`src/lpm_pkg.sv`:
```
package lpm_pkg;

    ////////////////////////////////////////////////////////////////////////
    // Register map, byte addresses on the APB
    localparam logic [7:0] CLK_CTRL0_ADDR = 8'h00;  // clock_control_reg0
    localparam logic [7:0] STATUS_ADDR    = 8'h04;  // status of the controller

    // clock_control_reg0 fields
    localparam int         PMS_LSB      = 0;        // power_mode_select [1:0]
    localparam int         EXT_EN_LSB   = 2;        // ext_irq1..3 enables [4:2]
    localparam logic [1:0] PMS_RESET    = 2'h0;
    localparam logic [2:0] EXT_EN_RESET = 3'h0;

    // Status fields
    localparam int STAT_MODE_LSB  = 0;              // latched mode [1:0]
    localparam int STAT_STATE_LSB = 2;              // state code [4:2]
    localparam int STAT_CAUSE_LSB = 5;              // last wake cause [6:5]

    ////////////////////////////////////////////////////////////////////////
    // Timing
    localparam int CLK_PERIOD_NS = 10;
    localparam int OSC_START_NS  = 1_000_000;       // oscillator power-up
    localparam int PLL_LOCK_NS   = 200_000;         // PLL relock
    localparam int OSC_START_CYC = (OSC_START_NS + CLK_PERIOD_NS - 1) / CLK_PERIOD_NS;
    localparam int PLL_LOCK_CYC  = (PLL_LOCK_NS + CLK_PERIOD_NS - 1) / CLK_PERIOD_NS;
    localparam int CNT_W         = 20;

    ////////////////////////////////////////////////////////////////////////
    // Types
    typedef enum logic [1:0] {
        MODE_LIGHT_SLEEP,
        MODE_DEEP_SLEEP,
        MODE_STANDBY,
        MODE_HALT
    } power_mode_t;

    typedef enum logic [1:0] {
        CAUSE_NONE,
        CAUSE_RESET,
        CAUSE_NMI,
        CAUSE_MASKABLE
    } wake_cause_t;

    typedef enum logic [2:0] {
        ST_RUN,
        ST_SLEEP,
        ST_PARKED,
        ST_SETTLE,
        ST_WAKE
    } lp_state_t;

    // Wake sources seen by the controller
    typedef struct packed {
        logic       nonmaskable_irq;
        logic [2:0] ext_irq;         // ext_irq3..ext_irq1
        logic       rti_irq;         // watchdog_tick_module real-time irq
        logic       periph_irq;      // unmasked peripheral irq, clocked
        logic       periph_wake;     // peripheral wakeup irq, clock free
    } wake_src_t;

    // Clock gates towards the clock module
    typedef struct packed {
        logic cpu;
        logic sys;
        logic pll;
        logic wdog;
        logic osc;
    } clk_en_t;

    localparam clk_en_t CLK_ALL_ON = 5'h1F;

endpackage : lpm_pkg

```
`src/low_power_mode_control.sv`:
```
// Implementation choices: the placing of the registers and register access over APB.
`timescale 1ns/100ps

// Notes on behaviour
// - power_mode_select 00/01/10/11 picks light sleep, deep sleep, standby, halt.
// - Each deeper mode stops CPU, then system, then PLL and watchdog, then oscillator.
// - Low power only after the sleep instruction; otherwise every clock runs.
// - Light sleep ends on reset or any unmasked interrupt, peripherals included.
// - Real-time tick interrupt ends light, deep and standby, never halt.
// - Reset, nonmaskable irq or enabled ext_irq1..3 end every mode.
// - Reset or nonmaskable wake sends the core straight to its routine.
// - Maskable wake with global_int_mask 0 runs the routine, then resumes.
// - Maskable wake with global_int_mask 1 skips the routine and resumes.
// - Sleep instruction advances the program counter once; reset restarts instead.
// - Stay in the mode until a qualifying wake event arrives, then exit.
// - Masked external irq restarts all clocks but the core keeps sleeping.
// - External pin wake requests restart clocks through a combinational path.
// - After a PLL-stopping mode, full speed waits for PLL relock.
module low_power_mode_control #(
    parameter int OSC_START_CYCLES = lpm_pkg::OSC_START_CYC,
    parameter int PLL_LOCK_CYCLES  = lpm_pkg::PLL_LOCK_CYC
) (
    // Clock and reset
    input  wire logic                  pclk,
    input  wire logic                  presetn,
    // APB slave
    input  wire logic                  psel,
    input  wire logic                  penable,
    input  wire logic                  pwrite,
    input  wire logic [7:0]            paddr,
    input  wire logic [31:0]           pwdata,
    output logic      [31:0]           prdata,
    output logic                       pready,
    output logic                       pslverr,
    // Core side
    input  wire logic                  sleep_exec,
    input  wire logic                  global_int_mask,
    input  wire logic                  reset_pin_n,
    input  wire lpm_pkg::wake_src_t    wake_src,
    output logic                       pc_advance,
    output logic                       core_sleeping,
    output logic                       wake_done,
    output logic                       run_isr,
    output lpm_pkg::wake_cause_t       wake_cause,
    // Clock module side
    output lpm_pkg::clk_en_t           clk_en,
    output logic                       wake_async_req
);
    import lpm_pkg::*;

    ////////////////////////////////////////////////////////////////////////
    // Decode helpers
    function automatic logic needs_relock(input power_mode_t m);
        needs_relock = (m == MODE_STANDBY) || (m == MODE_HALT);
    endfunction : needs_relock

    // Clock gates for a mode while asleep
    function automatic clk_en_t mode_clocks(input power_mode_t m);
        clk_en_t c;
        c      = CLK_ALL_ON;
        c.cpu  = 1'b0;
        c.sys  = (m == MODE_LIGHT_SLEEP);
        c.pll  = !needs_relock(m);
        c.wdog = !needs_relock(m);
        c.osc  = (m != MODE_HALT);
        mode_clocks = c;
    endfunction : mode_clocks

    ////////////////////////////////////////////////////////////////////////
    // State
    logic [1:0]       pms_r;
    logic [2:0]       ext_en_r;
    power_mode_t      mode_r;
    lp_state_t        state_r, state_nxt;
    logic [CNT_W-1:0] cnt_r, cnt_nxt;
    wake_cause_t      cause_r, cause_nxt;
    clk_en_t          clk_en_nxt;

    ////////////////////////////////////////////////////////////////////////
    // APB decode
    wire acc_setup = psel && !penable;
    wire wr_take   = psel && penable && pwrite && pready;
    wire hit_ctrl  = (paddr == CLK_CTRL0_ADDR);
    wire hit_stat  = (paddr == STATUS_ADDR);
    wire [31:0] ctrl_word = {27'h000_0000, ext_en_r, pms_r};
    wire [31:0] stat_word = {25'h000_0000, cause_r, state_r, mode_r};
    wire [31:0] rd_word   = hit_ctrl ? ctrl_word : (hit_stat ? stat_word : 32'h0000_0000);

    // Answer one cycle after setup: zero wait states
    always_ff @(posedge pclk or negedge presetn) begin
        if (!presetn) begin
            pready  <= 1'b0;
            prdata  <= 32'h0000_0000;
            pslverr <= 1'b0;
        end else begin
            pready  <= acc_setup;
            prdata  <= (acc_setup && !pwrite) ? rd_word : 32'h0000_0000;
            pslverr <= acc_setup && !hit_ctrl && !hit_stat;
        end
    end

    // Control register write
    always_ff @(posedge pclk or negedge presetn) begin
        if (!presetn) begin
            pms_r    <= PMS_RESET;
            ext_en_r <= EXT_EN_RESET;
        end else if (wr_take && hit_ctrl) begin
            pms_r    <= pwdata[PMS_LSB +: 2];
            ext_en_r <= pwdata[EXT_EN_LSB +: 3];
        end
    end

    ////////////////////////////////////////////////////////////////////////
    // Wake qualification
    wire ext_unmasked = |(wake_src.ext_irq & ext_en_r);
    wire ext_masked   = |(wake_src.ext_irq & ~ext_en_r);
    wire rst_wake     = !reset_pin_n;
    wire nmi_wake     = wake_src.nonmaskable_irq;
    // Maskable sources per mode
    wire light_any    = wake_src.periph_irq || wake_src.periph_wake;
    wire rti_ok       = wake_src.rti_irq && (mode_r != MODE_HALT);
    wire mask_wake    = ext_unmasked || rti_ok || wake_src.periph_wake ||
                        (light_any && mode_r == MODE_LIGHT_SLEEP);
    wire any_wake     = rst_wake || nmi_wake || mask_wake;
    // Parked still counts as asleep for the core
    wire asleep       = (state_r == ST_SLEEP) || (state_r == ST_PARKED);
    wire relock       = needs_relock(mode_r);
    wire [CNT_W-1:0] settle_len = (mode_r == MODE_HALT)
                     ? CNT_W'(OSC_START_CYCLES + PLL_LOCK_CYCLES)
                     : CNT_W'(PLL_LOCK_CYCLES);

    // Clock restart without any running clock
    assign wake_async_req = nmi_wake || (|wake_src.ext_irq) || rst_wake;

    ////////////////////////////////////////////////////////////////////////
    // Sequencer next state
    always_comb begin
        state_nxt  = state_r;
        cnt_nxt    = cnt_r;
        cause_nxt  = cause_r;
        clk_en_nxt = CLK_ALL_ON;
        case (state_r)
            ST_RUN: begin
                if (sleep_exec) begin
                    state_nxt  = ST_SLEEP;
                    clk_en_nxt = mode_clocks(power_mode_t'(pms_r));
                end
            end
            ST_SLEEP, ST_PARKED: begin
                clk_en_nxt = (state_r == ST_PARKED) ? CLK_ALL_ON : mode_clocks(mode_r);
                if (any_wake) begin
                    cause_nxt = rst_wake ? CAUSE_RESET :
                                (nmi_wake ? CAUSE_NMI : CAUSE_MASKABLE);
                    if (relock) begin
                        state_nxt  = ST_SETTLE;
                        cnt_nxt    = settle_len;
                        clk_en_nxt = mode_clocks(MODE_LIGHT_SLEEP);
                        clk_en_nxt.sys = 1'b0;
                    end else begin
                        // Clocks back on before the core resumes
                        state_nxt  = ST_WAKE;
                        clk_en_nxt = CLK_ALL_ON;
                    end
                end else if (ext_masked && state_r == ST_SLEEP) begin
                    state_nxt = ST_PARKED;
                end
            end
            ST_SETTLE: begin
                // Oscillator and PLL run while the core waits for lock
                clk_en_nxt     = mode_clocks(MODE_LIGHT_SLEEP);
                clk_en_nxt.sys = 1'b0;
                if (cnt_r <= CNT_W'(1)) begin
                    state_nxt  = ST_WAKE;
                    clk_en_nxt = CLK_ALL_ON;
                end else begin
                    cnt_nxt = cnt_r - CNT_W'(1);
                end
            end
            ST_WAKE: begin
                state_nxt = ST_RUN;
            end
            default: begin
                state_nxt = ST_RUN;
            end
        endcase
    end

    // Sequencer registers
    always_ff @(posedge pclk or negedge presetn) begin
        if (!presetn) begin
            state_r <= ST_RUN;
            cnt_r   <= '0;
            cause_r <= CAUSE_NONE;
            clk_en  <= CLK_ALL_ON;
        end else begin
            state_r <= state_nxt;
            cnt_r   <= cnt_nxt;
            cause_r <= cause_nxt;
            clk_en  <= clk_en_nxt;
        end
    end

    // Mode captured at the sleep instruction only
    always_ff @(posedge pclk or negedge presetn) begin
        if (!presetn) begin
            mode_r <= MODE_LIGHT_SLEEP;
        end else if (state_r == ST_RUN && sleep_exec) begin
            mode_r <= power_mode_t'(pms_r);
        end
    end

    ////////////////////////////////////////////////////////////////////////
    // Core handshake outputs
    always_ff @(posedge pclk or negedge presetn) begin
        if (!presetn) begin
            pc_advance    <= 1'b0;
            core_sleeping <= 1'b0;
            wake_done     <= 1'b0;
            run_isr       <= 1'b0;
            wake_cause    <= CAUSE_NONE;
        end else begin
            pc_advance    <= (state_r == ST_RUN) && sleep_exec;
            core_sleeping <= (state_nxt != ST_RUN) && (state_nxt != ST_WAKE);
            wake_done     <= (state_nxt == ST_WAKE);
            // Reset and nmi always vector; maskable obeys the global mask
            run_isr       <= (state_nxt == ST_WAKE) &&
                             (cause_nxt != CAUSE_MASKABLE || !global_int_mask);
            wake_cause    <= (state_nxt == ST_WAKE) ? cause_nxt : CAUSE_NONE;
        end
    end
endmodule : low_power_mode_control

```
`config.mk`:
```
export PLATFORM = sky130hd
export DESIGN_NAME = low_power_mode_control
export DESIGN_NICKNAME = d
export VERILOG_FILES = /design/src/lpm_pkg.sv /design/src/low_power_mode_control.sv
export SDC_FILE = /design/constraint.sdc
export NUM_CORES = 1
export LEC_CHECK = 0
export BUFFER_PORTS_ARGS = -buffer_cell sky130_fd_sc_hd__buf_2
export CAP_MARGIN = 5
export CORE_MARGIN = 4
export CORE_UTILIZATION = 35
export DETAILED_ROUTE_END_ITERATION = 8
export PLACE_DENSITY = 0.58
export SLEW_MARGIN = 20
export SYNTH_ARGS = -nofsm -noshare
export SYNTH_HDL_FRONTEND = slang
export SYNTH_SLANG_ARGS = --single-unit
```
`constraint.sdc`:
```
create_clock -name pclk -period 4.7 [get_ports pclk]
set_input_delay 0.47 -clock pclk [delete_from_list [all_inputs] [get_ports pclk]]
set_output_delay 0.47 -clock pclk [all_outputs]
set_load 0.005 [all_outputs]
```
==> impl_metrics.toml, run 1 <==
[critical_path]
path_class = "reg -> reg"
worst-r2r-setup-slack_ps = 1960
crit_required_ps = 4900
cp_top_delay_family = "simple AND/OR/NAND/NOR gates"
slowest_stage = "o31a_4"
critical_path_maximum_fanout = 17
cp-end-kind = "register"
start_kind = "register"
crit_path_max_incr_delay_ps = 590
worst_ep_arrival_time_ps = 2930
timing.critical_path.cells = "nor4_1 -> nand4b_1 -> o31a_4 -> and2_4 -> a32o_1"
crit_buf_inv = 0

[yosys]
post_syn_area_per_cell_sq_um = 9.56
ys_seq_area_frac = 0.442
synth_async_sr_flop_share = 1.00
ys_seq_elements = 51
number_of_synthesized_flops_with_an_enable_pin = 0
synth_cells = 303
synth.lib_cells_used.distinct = 59
netlist_area_sq_mm = 0.00290
top_ff_cell_synth = "dfrtp_1"
yosysWarningCount = 0

[placed_design]
dpl-instance-area_sq_mm = 0.00311
gp_congestion = 0.793
place.port_buffers = 48
dp.final_hpwl_microns = 4810

[status]
status = "finished clean"

[clock_network]
hold_buffers = 0
clock_tree.buffer_depth = 2
tritoncts_clock_tree = "done"
cts_repair_resize_count = 0
cts_buffers = 5
post-cts-setup-buffer-count = 0
clk_pin_slew_worst_paths_ps = 90
clock_sinks = 51
clock-root-buffer = "clkbuf_8"
clock_tree.htree_level_count = 2
clock_latency_ps = 300

[route]
post_detailed_routing_wire_length_microns = 6730
total_vias_in_the_final_route = 2375
initialDrtViolationCount = 109
dr.pass1.iters = 4
drtAntennaViolNets = 0
route.detailed.vias_per_inst = 5.31
drt-wirelength-per-cell_microns = 15.0
drc_errors = 0

[sta]
finalCriticalPeriod_ps = 2740
max_slew_margin = 0.430
fmaxAchievable_mhz = 366
totalNegativeSetupSlack_ps = 0
worst_slew_pin_slew_ps = 855
report.final.hold_viol_count = 0
layout_worst_path_cycle_share = 0.582
setup_viol = 0
grt_setup_unrepaired = "false"
timing_max_transition_violations_final = 0
clock-skew-final_ps = 8.70

[global_route]
grt_first_pass_wirelength_microns = 10900
first_global_vias = 2201
grt_max_degree = 52
grt_util_all_layers = 0.136
globalRoute.totalOverflow = 0
initial_antenna_violation_count = 0

[flow_run]
max_cap_violations = 0

[final_layout]
layout-area-overhead-vs-synth_pct = 10.9
antenna_cells_inserted = 0
fill_cells = 785
final_util = 0.408
fin_area_sq_mm = 0.00321
layout-drive-gt1-share = 0.243
nets = 401

[worst_hold_path]
hold_path_class = "in -> async"

[die]
die_area_sq_mm = 0.00980
fp-row-count = 32
dieWidth_microns = 99.0
io-pin-count = 101
y_dimension_of_the_die_microns = 99.0
core_area_sq_mm = 0.00789
initial_core_util = 0.367

[power]
pwr_density_cell_mw_per_mm2 = 298
irDropWorstVdd_v = 0.000137
design_power_total_mw = 0.959
leakage_nw = 1.48
[layout by cell type, fill, tap and decap left out, types with 3 or more instances in the layout]
cell type  count
a21o_1         4
a21oi_1       14
a21oi_2        7
a31o_2         3
a31oi_1       13
and3_1         5
buf_2         48
clkbuf_8       7
conb_1        25
dfrtp_1       47
dfstp_2        4
inv_1         15
mux2_2         7
mux2i_1        5
nand2_1       10
nand2b_1       6
nand3_1        9
nor2_1        22
nor2b_1        6
nor3_1        12
o21a_1         4
o21ai_0       13
o31ai_1        5
or3_1          6
or4_1          5
[stage by stage]
stage / std cells / hold WS, ps / setup slack [ps]
4_1_cts: 447 / 300 / 2020
5_1_grt: 447 / 331 / 1840
3_3_place_gp: 439 / 480 / 2030
3_5_place_dp: 439 / 475 / 2020
2_1_floorplan: 327 / 174 / 2370
6_report: 447 / 272 / 1960
[worst reg2reg max path, delay by kind of cell (launching register included)]
family	cells	cell delay, ps
and+or+nand+nor	3	1310
DFF	1	470
AOI/OAI and AO/OA	2	860
[final timing paths]
check	start	to	cells after the start
hold reg to reg	cnt_r[18]	cnt_r[18]	1
min in group pclk	global_int_mask	run_isr	2
setup reg to reg	cnt_r[6]	cnt_r[8]	5
setup / recovery	cnt_r[6]	cnt_r[8]	5
max in group asynchronous	presetn	core_sleeping	2
hold / removal	presetn	cause_r[1]	2
[sequential cells by signal (all words and copies together) (netlist names), 2 cells and up]
signal and flops:
prdata 7, clk_en 4, cause_r 2, ext_en_r 3, state_r 3, pms_r 2
mode_r 2, cnt_r 20, wake_cause 2
[synth_stat cells (all sizes together) (3+ instances only)]
cell	instances	area [sq um]
a21o	4	30.0
a21oi	21	131
a31o	3	26.3
a31oi	13	81.3
and2	3	21.3
and3	5	31.3
buf	29	215
clkbuf	10	37.5
dfrtp	47	1180
dfstp	4	105
inv	15	56.3
mux2	7	78.8
mux2i	5	50.1
nand2	10	37.5
nand2b	6	37.5
nand3	9	45.0
nor2	22	82.6
nor2b	6	37.5
nor3	12	60.1
o21a	4	30.0
o21ai	14	70.1
o31ai	5	37.5
or3	6	37.5
or4	6	48.8
[power breakdown]
part | internal (mW) | switching (mW)
registers | 0.478 | 0.0402
clock network | 0.134 | 0.142
logic | 0.0705 | 0.0944
total | 0.683 | 0.276
[cells by family (layout without fill, tap and decap cells)]
family	Yosys count	in the layout	synth area share
other cells	1	25	0.00129
buf+inv	54	72	0.107
flops	51	51	0.442
mux	12	12	0.0445
compound gates	88	88	0.217
fa+ha+maj	2	2	0.00863
simple gates	95	95	0.180
[routing by layer]
layer | vias to the layer above | part of all wire | global-route usage
met5 | - | 0 | 0
met1 | 1143 | 0.48 | 0.187
met3 | 10 | 0.059 | 0.0333
met4 | 0 | 0.016 | 0.0431
met2 | 81 | 0.45 | 0.212
li1 | 1141 | - | -
[layout make-up]
cell class	count	area (sq um)	area share
clock buffers	7	96.3	0.0300
clock inverters	1	7.51	0.00234
inverters	15	56.3	0.0175
multi-input cells	222	1400	0.435
flip-flops and latches	51	1280	0.399
well taps	102	128	0.0397
repair buffers	49	248	0.0771
No activity file was read; power rests on OpenSTA's default activity.
==> run 2, diff against run 1 <==
ABC_AREA = 1   (was default)
PLACE_DENSITY = 0.57   (was 0.58)
clock period = 2.6 ns   (was 4.7 ns; I/O delays follow)
==> run 2 against run 1 <==
Sequential cell count did not move. Maximum frequency grew 32%. Non-clock buffer count up 3. Worst setup slack worse by 1400 ps. Synthesized area up 9.4%. Clock skew up 1.9 ps. Critical path type unchanged. Critical endpoint is now cnt_r[16].
==> impl_metrics.toml, run 2 <==
[final_layout]
final_cell_mix = "nand2_1 (134), nor2_1 (55), inv_1 (48), buf_2 (48), dfrtp_1 (47)"
layout-area-overhead-vs-synth_pct = 10.1
layout-drive-gt1-share = 0.164
largest_register_by_flop_count = "cnt_r"
layout_top_registers = "cnt_r: 20 flops, prdata: 7 flops, clk_en: 4 flops"
fill_cells = 919
final_util = 0.398
layout.cells.most_common = "nand2_1"
largest_register_ff_count = 20
nets = 550
antenna_cells_inserted = 0

[yosys]
commonest_cells_in_the_netlist = "nand2_1 (134), nor2_1 (55), inv_1 (48), dfrtp_1 (47), nand3_1 (33)"
ys_seq_area_frac = 0.404
synth_cells = 444
synth_top_cells_by_area = "dfrtp_1 (37%), nand2_1 (16%), buf_4 (6.9%), nor2_1 (6.5%), inv_1 (5.7%)"
synth.lib_cells_used.distinct = 33
post_syn_area_per_cell_sq_um = 7.14
yosysWarningCount = 0
yosysTopAreaCellShare = 0.371
ys_seq_elements = 51
top_ff_cell_synth = "dfrtp_1"
netlist_area_sq_mm = 0.00317
post-synth-top-count-cell = "nand2_1"
number_of_synthesized_flops_with_an_enable_pin = 0
synth_async_sr_flop_share = 1.00
synthDominantAreaCellType = "dfrtp_1"

[placed_design]
place.port_buffers = 48
gp_congestion = 0.871
dp.final_hpwl_microns = 5560

[route]
dr.pass1.iters = 4
drtAntennaViolNets = 0
drt-wirelength-per-cell_microns = 12.0
total_vias_in_the_final_route = 2748
post_detailed_routing_wire_length_microns = 7240
drc_errors = 0
route.detailed.vias_per_inst = 4.56
initialDrtViolationCount = 119

[critical_path]
slowest_stage = "dfrtp_1"
critical_path_maximum_fanout = 21
crit_required_ps = 2800
worst-r2r-cell-count = 9
r2r-start = "cnt_r[0]"
critical_path_depth = 9
worst_ep_arrival_time_ps = 2270
crit_buf_inv = 1
worst-r2r-setup-slack_ps = 530
cp-end-kind = "register"
crit_reg_reg_endpoint = "cnt_r[16]"
crit_end = "cnt_r[16]"
crit_path_start = "cnt_r[0]"
timing.critical_path.cells = "inv_1 -> ha_1 -> nand2_2 -> a21oi_2 -> nand3_2 -> nand2_4 -> nor2_8 -> nand2_1 -> nand2_1"
crit_path_max_incr_delay_ps = 440
cp_top_delay_family = "simple AND/OR/NAND/NOR gates"
path_class = "reg -> reg"
critical_path.most_common_cell = "nand2_1"
start_kind = "register"

[global_route]
grt_util_all_layers = 0.145
grt_first_pass_wirelength_microns = 12400
grt_max_degree = 32
globalRoute.totalOverflow = 0
initial_antenna_violation_count = 0
first_global_vias = 2669

[clock_network]
tritoncts_clock_tree = "done"
cts_repair_resize_count = 0
clock_sinks = 51
cts_buffers = 5
clk_pin_slew_worst_paths_ps = 100
clock_tree.htree_level_count = 2
post-cts-setup-buffer-count = 0
clock_latency_ps = 310
clock_tree.buffer_depth = 2
clock-root-buffer = "clkbuf_8"

[sta]
hold_ws_ps = 134
report.final.hold_viol_count = 0
totalNegativeSetupSlack_ps = 0
finalCriticalPeriod_ps = 2070
clock-skew-final_ps = 10.6
fmaxAchievable_mhz = 483
layout_worst_path_cycle_share = 0.796
timing_max_transition_violations_final = 0
grt_setup_unrepaired = "false"
setup_viol = 0

[power]
leakage_nw = 1.94
pwr_density_cell_mw_per_mm2 = 1000
irDropWorstVdd_v = 0.000367

[die]
fp-row-count = 34
core_area_sq_mm = 0.00876
dieWidth_microns = 103
y_dimension_of_the_die_microns = 103
initial_core_util = 0.362
die_area_sq_mm = 0.0106
io-pin-count = 101

[flow_run]
max_cap_violations = 0

[worst_hold_path]
hold_path_class = "in -> reg"

[status]
status = "finished clean"
==> run 2: cell count changes in the layout (fill, tap and decap cells not counted), moves of 7 or more <==
cell	delta
a31oi_1	-12
nor2_1	+33
o21ai_0	+8
mux2_2	-7
inv_1	+33
nand3_1	+24
o21ai_1	+12
nand2_1	+124
==> run 2: how the worst min path moves through the flow <==
stage | slack (ps) | end | start | cells past startpoint
2_1_floorplan | -40 | cause_r[0] | presetn | 0
3_3_place_gp | 240 | wake_cause[1] | presetn | 1
3_5_place_dp | 250 | run_isr | presetn | 1
4_1_cts | 130 | pslverr | penable | 2
5_1_grt | 140 | pslverr | penable | 2
6_report | 130 | pslverr | penable | 2
==> run 2: cells by family after synthesis <==
family	synth area share
AOI/OAI and AO/OA	0.0837
xor gates and xnor gates	0.0111
adders and majority gates	0.00789
buffers and inverters	0.143
DFF	0.404
other	0.00118
and+or+nand+nor	0.349
==> run 2: report_power, final <==
| group | internal [mW] | total [mW] | switching, mW |
|---|---|---|---|
| clock network | 0.194 | 0.482 | 0.288 |
| registers | 1.02 | 1.19 | 0.172 |
| logic | 0.572 | 1.82 | 1.25 |
| total | 1.79 | 3.50 | 1.71 |
==> run 2: per-stage QoR <==
step                instances  area, sq um  power, mW  setup slack, ps
detailed placement        593         3390       3.03              543
finish                    602         3490       3.50              531
floorplan                 468         3260       2.70              955
CTS                       602         3490       3.52              533
global placement          593         3390       3.00              564
global route              602         3490       3.87              277
==> run 2: area by class of cell <==
cell class	count	area [sq um]	area share
clock buffers	6	72.6	0.0208
clock inverters	2	16.3	0.00466
inverters	50	188	0.0537
multi-input cells	333	1530	0.437
flip-flops and latches	51	1280	0.367
well taps	108	135	0.0387
repair buffers	52	273	0.0781
==> run 2: what timing repair did <==
| item | in CTS | in global routing |
|---|---|---|
| hold buffers | 1 | 0 |
| endpoints found under the setup margin | 0 | 0 |
| hold endpoints to repair | 20 | 0 |
==> run 2: per-layer routing <==
| metal | GRT usage | vias up | part of all wire |
|---|---|---|---|
| li1 | - | 1435 | - |
| met1 | 0.193 | 1233 | 0.47 |
| met2 | 0.247 | 69 | 0.47 |
| met3 | 0.0195 | 11 | 0.045 |
| met4 | 0.0388 | 0 | 0.015 |
| met5 | 0 | - | 0 |
